### config.mk
export PLATFORM = sky130hd
export DESIGN_NAME = spimp_master
export DESIGN_NICKNAME = d
export VERILOG_FILES = /design/src/core/spimp_pkg.sv /design/src/core/spimp_master.sv
export SDC_FILE = /design/constraint.sdc
export NUM_CORES = 1
export LEC_CHECK = 0
export BUFFER_PORTS_ARGS = -buffer_cell sky130_fd_sc_hd__buf_4
export CORE_MARGIN = 2
export CORE_UTILIZATION = 52
export DETAILED_ROUTE_END_ITERATION = 7
export PLACE_DENSITY = 0.86
export SLEW_MARGIN = 20
export SYNTH_ARGS = -nofsm -noshare
export SYNTH_HDL_FRONTEND = slang
export SYNTH_SLANG_ARGS = --single-unit
### constraint.sdc
create_clock -name clk_sys -period 2.17 [get_ports clk_sys]
set_clock_uncertainty 0.2 [all_clocks]
set_input_delay 0.3255 -clock clk_sys [delete_from_list [all_inputs] [get_ports clk_sys]]
set_output_delay 0.3255 -clock clk_sys [all_outputs]
set_load 0.05 [all_outputs]
### src/core/spimp_pkg.sv
package spimp_pkg;

  // system clock and serial bit-rate limits
  localparam int SYS_CLK_HZ   = 25_000_000;
  localparam int RATE_MIN_BPS = 102_000;
  localparam int RATE_MAX_BPS = 26_000_000;

  // half-period bounds in system cycles
  localparam int HALF_MIN_CYC = 2;
  localparam int HALF_MAX_CYC = SYS_CLK_HZ / (2 * RATE_MIN_BPS);
  localparam int HALF_FAST    = SYS_CLK_HZ / (2 * RATE_MAX_BPS);

  // word length limits
  localparam int WORD_MIN = 1;
  localparam int WORD_MAX = 16;

  // pad positions
  localparam int PIN_CS  = 0;
  localparam int PIN_CLK = 1;
  localparam int PIN_DO  = 2;
  localparam int PIN_DI  = 3;

  // reset values
  localparam logic CS_IDLE  = 1'b1;
  localparam logic SCLK_RST = 1'b0;

  typedef enum logic [1:0] {
    SPIMP_IDLE = 2'b00,
    SPIMP_LEAD = 2'b01,
    SPIMP_XFER = 2'b11,
    SPIMP_TAIL = 2'b10
  } spimp_state_t;

  typedef struct packed {
    spimp_state_t st;
    logic [7:0]   cnt;
    logic [4:0]   edg;
    logic         sclk;
    logic         cs_n;
    logic         dout;
    logic [15:0]  sh;
    logic [15:0]  rx;
    logic [15:0]  rx_data;
    logic         done;
    logic [1:0]   samp;
    logic         cpol;
    logic         cpha;
    logic         tw;
    logic         rd;
    logic [3:0]   len;
    logic [7:0]   half;
    logic [3:0]   s1;
    logic [3:0]   s2;
  } spimp_reg_t;

endpackage

### src/core/spimp_master.sv
`timescale 1ns/1ps
module spimp_master
  import spimp_pkg::*;
(
  input  wire logic        clk_sys,
  input  wire logic        reset_n,
  input  wire logic        start,
  input  wire logic [15:0] tx_data,
  input  wire logic [3:0]  word_len,
  input  wire logic        cpol,
  input  wire logic        cpha,
  input  wire logic        three_wire,
  input  wire logic        read_dir,
  input  wire logic [7:0]  half_div,
  output logic             busy,
  output logic             done,
  output logic [15:0]      rx_data,
  input  wire logic [3:0]  gpio_mode,
  input  wire logic [3:0]  gpio_in_en,
  input  wire logic [3:0]  gpio_out,
  output logic [3:0]       gpio_in,
  input  wire logic [3:0]  pin_i,
  output logic [3:0]       pin_o,
  output logic [3:0]       pin_oe
);

  spimp_reg_t r;
  spimp_reg_t next_r;
  logic [7:0] half_c;
  logic [15:0] load_sh;
  logic [3:0] spi_o;
  logic [3:0] spi_oe;

  always_comb begin
    if (half_div < 8'(HALF_MIN_CYC)) begin
      half_c = 8'(HALF_MIN_CYC);
    end else if (half_div > 8'(HALF_MAX_CYC)) begin
      half_c = 8'(HALF_MAX_CYC);
    end else begin
      half_c = half_div;
    end
    load_sh = tx_data << (4'hF - word_len);
  end

  always_comb begin
    next_r = r;
    next_r.s1 = pin_i;
    next_r.s2 = r.s1;
    next_r.done = 1'b0;
    next_r.samp = {r.samp[0], 1'b0};
    if (r.samp[1]) begin
      next_r.rx = {r.rx[14:0], r.tw ? r.s2[PIN_DO] : r.s2[PIN_DI]};
    end
    case (r.st)
      SPIMP_IDLE: begin
        next_r.cs_n = CS_IDLE;
        next_r.sclk = cpol;
        if (start) begin
          next_r.cpol = cpol;
          next_r.cpha = cpha;
          next_r.tw   = three_wire;
          next_r.rd   = read_dir;
          next_r.len  = word_len;
          next_r.half = half_c;
          next_r.cnt  = half_c - 8'h01;
          next_r.edg  = 5'h00;
          next_r.rx   = 16'h0000;
          next_r.dout = load_sh[15];
          next_r.sh   = cpha ? load_sh : {load_sh[14:0], 1'b0};
          next_r.cs_n = 1'b0;
          next_r.st   = SPIMP_LEAD;
        end
      end
      SPIMP_LEAD: begin
        if (r.cnt == 8'h00) begin
          next_r.cnt = r.half - 8'h01;
          next_r.st  = SPIMP_XFER;
        end else begin
          next_r.cnt = r.cnt - 8'h01;
        end
      end
      SPIMP_XFER: begin
        if (r.cnt != 8'h00) begin
          next_r.cnt = r.cnt - 8'h01;
        end else begin
          next_r.cnt  = r.half - 8'h01;
          next_r.sclk = ~r.sclk;
          if (~r.edg[0] ^ r.cpha) begin
            next_r.samp[0] = 1'b1;
          end else begin
            next_r.dout = r.sh[15];
            next_r.sh   = {r.sh[14:0], 1'b0};
          end
          if (r.edg == {r.len, 1'b1}) begin
            next_r.st = SPIMP_TAIL;
          end else begin
            next_r.edg = r.edg + 5'h01;
          end
        end
      end
      SPIMP_TAIL: begin
        if (r.cnt != 8'h00) begin
          next_r.cnt = r.cnt - 8'h01;
        end else if (r.samp == 2'b00) begin
          next_r.cs_n    = CS_IDLE;
          next_r.rx_data = r.rx;
          next_r.done    = 1'b1;
          next_r.st      = SPIMP_IDLE;
        end
      end
      default: begin
        next_r.st   = SPIMP_IDLE;
        next_r.cs_n = CS_IDLE;
      end
    endcase
  end

  always_ff @(posedge clk_sys) begin
    if (!reset_n) begin
      r      <= '0;
      r.cs_n <= CS_IDLE;
      r.sclk <= SCLK_RST;
    end else begin
      r <= next_r;
    end
  end

  always_comb begin
    spi_o          = 4'h0;
    spi_oe         = 4'h0;
    spi_o[PIN_CS]  = r.cs_n;
    spi_oe[PIN_CS] = 1'b1;
    spi_o[PIN_CLK] = r.sclk;
    spi_oe[PIN_CLK] = 1'b1;
    spi_o[PIN_DO]  = r.dout;
    spi_oe[PIN_DO] = ~(busy & r.tw & r.rd);
    spi_oe[PIN_DI] = 1'b0;
    for (int i = 0; i < 4; i++) begin
      pin_o[i]  = gpio_mode[i] ? gpio_out[i] : spi_o[i];
      pin_oe[i] = gpio_mode[i] ? ~gpio_in_en[i] : spi_oe[i];
    end
  end

  assign busy    = (r.st != SPIMP_IDLE);
  assign done    = r.done;
  assign rx_data = r.rx_data;
  assign gpio_in = r.s2;

  // clock edge counter for checks
  logic [5:0] tog;
  always_ff @(posedge clk_sys) begin
    if (!reset_n) begin
      tog <= 6'h00;
    end else if (r.st == SPIMP_IDLE) begin
      tog <= 6'h00;
    end else if (next_r.sclk != r.sclk) begin
      tog <= tog + 6'h01;
    end
  end
endmodule

; ---- Word-level counts from Yosys, hierarchy flattened
; Index checks and enable logic that the tools add are counted.
; Widths: inputs -> output; s select.
[totals]
ff_bits = 92
memories = 0
mem_bits_rw = 0
latch_bits = 0
elab_cells = 107
mem_bits_ro = 0
out_inout_bits = 30
input_bits = 51
[op_classes]
add_sub_neg = 5
mul = 0
shifts = 1
n_eq_ne = 13
n_div = 0
n_mux = 36
magnitude_cmp = 2
reduce_logical = 17
bitwise = 14
[op_table]
columns = operator, n
row1 = $mux 16, 3
row2 = $mux 8, 5
row3 = $pmux 10 s4, 1
row4 = $mux 17, 2
row5 = $mux 34, 1
row6 = $pmux 17 s2, 1
row7 = $sub 8x1->8 const B, 3
row8 = $ne 2x2->1 const B, 9
row9 = $shl 16x4->16, 1
row10 = $mux 15, 1
row11 = $mux 1, 13
row12 = $pmux 6 s2, 1
row13 = $not 1->1, 11
row14 = $mux 2, 5
row15 = $gt 8x7->1 const B, 1
row16 = $logic_not 8->1, 1
row17 = $lt 8x2->1 const B, 1
row18 = $reduce_and 4->1, 2
row19 = $reduce_bool 8->1, 1
row20 = $mux 6, 1
row21 = $reduce_and 2->1, 3
row22 = $reduce_and 3->1, 2
row23 = $reduce_and 6->1, 1
row24 = $reduce_bool 2->1, 3
row25 = 11 further kinds, 15

; ---- Logic depth before layout (Yosys ltp)
[depth]
ltp_word = 6
depth_mapped = 9

; ---- Worst setup path after synthesis
; OpenSTA, ideal clock, no wires.
[synth_timing]
path_type = input port to flip-flop
startpoint = in half_div[3]
endpoint = reg r[87] (netlist name)
arrival_ns = 2.006
path_stages = 9
setup_slack_ns = -0.169
setup_ns = 0.132
n_path_buf = 0
required_ns = 1.838
path_cell_list = or3_1 -> nand2b_1 -> o2111ai_1 -> ha_1 -> nor3b_1 -> xnor2_1 -> a21oi_1 -> o21ai_0 -> a21oi_1
[synth_via]
elab_chain_cells = 6
[synth_rtl]
columns = item, line
row1 = start: declaration, spimp_master.sv:14  ; input wire logic [7:0] half_div,
row2 = $gt 8x7->1, spimp_master.sv:37  ; end else if (half_div > 8'(HALF_MAX_CYC)) begin
row3 = $mux 8, spimp_master.sv:37
row4 = $mux 8 *, spimp_master.sv:35  ; if (half_div < 8'(HALF_MIN_CYC)) begin
row5 = $sub 8x1->8 *, spimp_master.sv:65  ; next_r.cnt = half_c - 8'h01;
row6 = $mux 15 *, spimp_master.sv:58  ; if (start) begin
row7 = $pmux 10 s4 *, spimp_master.sv:54  ; case (r.st)
row8 = end signal: assignment, spimp_master.sv:124  ; r <= next_r;
row9 = end: declaration, spimp_master.sv:27  ; spimp_reg_t r;
; Mark *: on every way between the ends. The rest lies on a longest branch, timed or not. The select of a mux whose other input is x is not followed.
; A chain may end at the register's enable or synchronous reset.

; ---- Worst setup path after layout
[layout_timing]
startpoint = reg r[84] (netlist name)
endpoint = reg r[90] (netlist name)
[layout_via]
elab_chain_cells = 3
[layout_rtl]
columns = item, line
row1 = $sub 8x1->8 (tied with other cells), "spimp_master.sv:79, spimp_master.sv:84, spimp_master.sv:103"
row2 = $mux 8 (tied with other cells), spimp_master.sv:102  ; if (r.cnt != 8'h00) begin
row3 = $pmux 10 s4 / $reduce_and 2->1 (equally long branches), -
; Parallel ways exist; a longest one is shown, timed or not. The select of a mux whose other input is x is not followed.

==> flow_summary.toml <==
[outcome]
status = "complete, no violations"

[sta]
finalSetupViolations = 0
worst_pin_slew_ns = 0.5251
period_needed_ns = 2.120
drv_slew = 0
setup-tns-final_ns = 0
holdWs_ns = 0.002518
relSlewSlack_pct = 64.62
rsz0062_at_grt = "true"
hold_viol_final = 0
fin_crit_sh_pct = 97.70
fmax_mhz = 471.7

[synth]
synth_common_cells = "dfxtp_1, nand2_1, nor2_1"
synth_area_leader_cell = "dfxtp_1"
synth_edf_count = 0
syn_nets = 623
synthCells = 568
synth.area.top_cells = "dfxtp_1, mux4_2, mux2i_1"
syn_area_mm2 = 0.005161
synth_seq_area_share_pct = 35.68
synth_top_area_share_pct = 35.68
syn-mean-instance-area_um2 = 9.087
synth_most_common_cell = "dfxtp_1"
synth.distinct_cells = 67
yosys_warnings = 0
ys_ff_latch = 92
synthFlopType = "dfxtp_1"
async_reset_ff_share_pct = 0

[route]
via_per_inst = 5.994
routed_wl_mm = 13.35
firstDrtPassIters = 5
ant_nets = 0
remaining_drc_errors = 0
vias = 4825
drt_iter0_drc = 275
wl_per_cell_um = 16.59

[grt]
grt_pass1_wl_mm = 21.81
grt_usage_pct = 24.32
grt_pass1_vias = 4682
grt_max_degree = 37
antenna_found_initial = 0
grt-ovfl-total = 0

[floorplan]
coreArea_mm2 = 0.009684
start_util_pct = 53.29
die_width_um = 103.6
io_pins = 81
row_count = 36
die_area_mm2 = 0.01074
die_height_um = 103.6

[setup_path]
critPathMaxFanout = 4
cp-end-kind = "register"
ff2ff_path_depth = 5
path_depth = 5
slowest_delay_ns = 0.55
critPathKind = "register to register"
cp_slowest_cell = "or4_4"
crit_required_ns = 2.28
startpoint_type = "register"
cp_top_family = "simple AND/OR/NAND/NOR gates"
path_cells = "buf_4 > or4_4 > or4_1 > o32ai_1 > a32o_1"
crit_arrival_ns = 2.23
path_buf_inv = 1

[clock_tree]
cts_max_level = 3
clk_path_buf_depth = 2
insertion_delay_ns = 0.39
cts_root_buf = "clkbuf_8"
cts_sinks = 92
cts_buffers = 9
cts_tree = "yes"
clk_transition_reported_paths_ns = 0.10

[placement]
portBuffers = 80
routabilityCongestion = 0.9277
place_inst = 781
hpwl_mm = 9.723

[layout]
area.growth.synth_to_final_pct = 25.43
n_antenna_cell = 0
n_fill_cell = 724
multiInputGateArea_mm2 = 0.003012
final_nets = 722
register_area_mm2 = 0.001842
final_cells = 805
drive_gt1_share_pct = 31.85

[power_and_ir_drop]
ir_drop_mv = 0.4186
p_leak_nw = 2.555
power.density_mw_per_mm2 = 670.2

[min_path]
min_path_cells = 3
min_path_type = "input port to register"

[run]
drv_cap = 0
flip-flops by register name, indices dropped and copies added (netlist names):
| signal | count |
|---|---|
| next_r | 5 |
| done | 1 |
| r | 66 |
| gpio_in | 4 |
| rx_data | 16 |
area by class of cell:
cell class | instances | area share [%]
clock buffers | 9 | 1.913
clock inverters | 7 | 1.237
inverters | 17 | 1.005
multi-input cells | 402 | 46.52
flip-flops and latches | 92 | 28.45
well taps | 133 | 2.571
repair buffers | 145 | 18.30
cells in the final DEF, fill, tap and decap left out, types with 3 or more instances in the layout:
master         instances
dfxtp_1               92
and2_1                14
nor2b_1                4
nor2_1                46
dlygate4sd3_1          5
buf_12                 5
inv_2                  3
a22oi_1                6
a2111o_1               3
o31ai_1                3
a22o_1                16
a2111oi_0              3
clkbuf_8               9
nor4_1                 3
o211a_1                3
a221oi_1               5
buf_4                133
nand2b_1               6
mux4_2                18
a211oi_1               6
and3_1                 3
a32o_1                 3
a21oi_1               31
xnor2_1               10
nand2_1               51
a31oi_1               13
a311oi_1               6
mux2i_1               22
o21ai_0               26
nand4_1                4
o211ai_1               4
nand3_1               15
xor2_1                 6
nor3_1                13
mux2_2                12
inv_1                 11
per-stage QoR:
step           power [mW]  area (um2)  utilization, %  worst slack (ns)
6_report            4.339        6474           66.85           0.04981
5_1_grt             4.534        6474           66.85          -0.05323
4_1_cts             4.256        6386           65.94           0.01014
3_5_place_dp        3.120        6122           63.22           -0.1674
3_3_place_gp        3.070        6122           63.22           -0.1230
2_1_floorplan       2.659        5192               -         -0.005282
worst paths after layout:
check | slack (ns) | from | to
worst max-delay path | 0.05 | r[84] | r[90]
worst min-delay path | 0.003 | three_wire | r[21]
worst max register to register | 0.05 | r[84] | r[90]
worst min register to register | 0.24 | next_r[0] | gpio_in[0]
worst min-delay path, cell delays in order:
cell     delay [ns]
buf_4          0.11
nand2_1        0.05
a21oi_1        0.05
what timing repair did:
| action | in CTS | in global routing |
|---|---|---|
| cloned | 0 | 1 |
| hold buffers | 5 | 0 |
| pin swaps | 0 | 4 |
| gates resized for setup | 3 | 11 |
| setup endpoints to repair | 18 | 29 |
| endpoints found under the hold margin | 5 | 0 |
| buffers inserted | 0 | 2 |
power breakdown:
group	leakage (nW)	internal (mW)	switching [mW]
Clock	0.0994	0.457	0.690
Combinational	1.70	0.622	0.683
Sequential	0.751	1.79	0.0948
Total	2.55	2.87	1.47
layer usage:
layer	up-vias	global-route usage, %	wire, um
met2	173	45.70	7029
met4	0	9.266	321
met1	2320	28.13	5449
met5	-	0	0
li1	2298	-	-
met3	34	2.895	553
cell families (layout without fill, tap and decap cells):
logic type	Yosys count	in the layout	synth area share, %
and+or+nand+nor	180	180	17.55
AOI/OAI and AO/OA	150	150	20.75
DFF	92	92	35.68
buffers and inverters	74	178	7.588
muxes	52	52	14.74
xor gates and xnor gates	16	16	2.715
adders and majority gates	4	4	0.9697
Power figures use the tool's default switching activity.
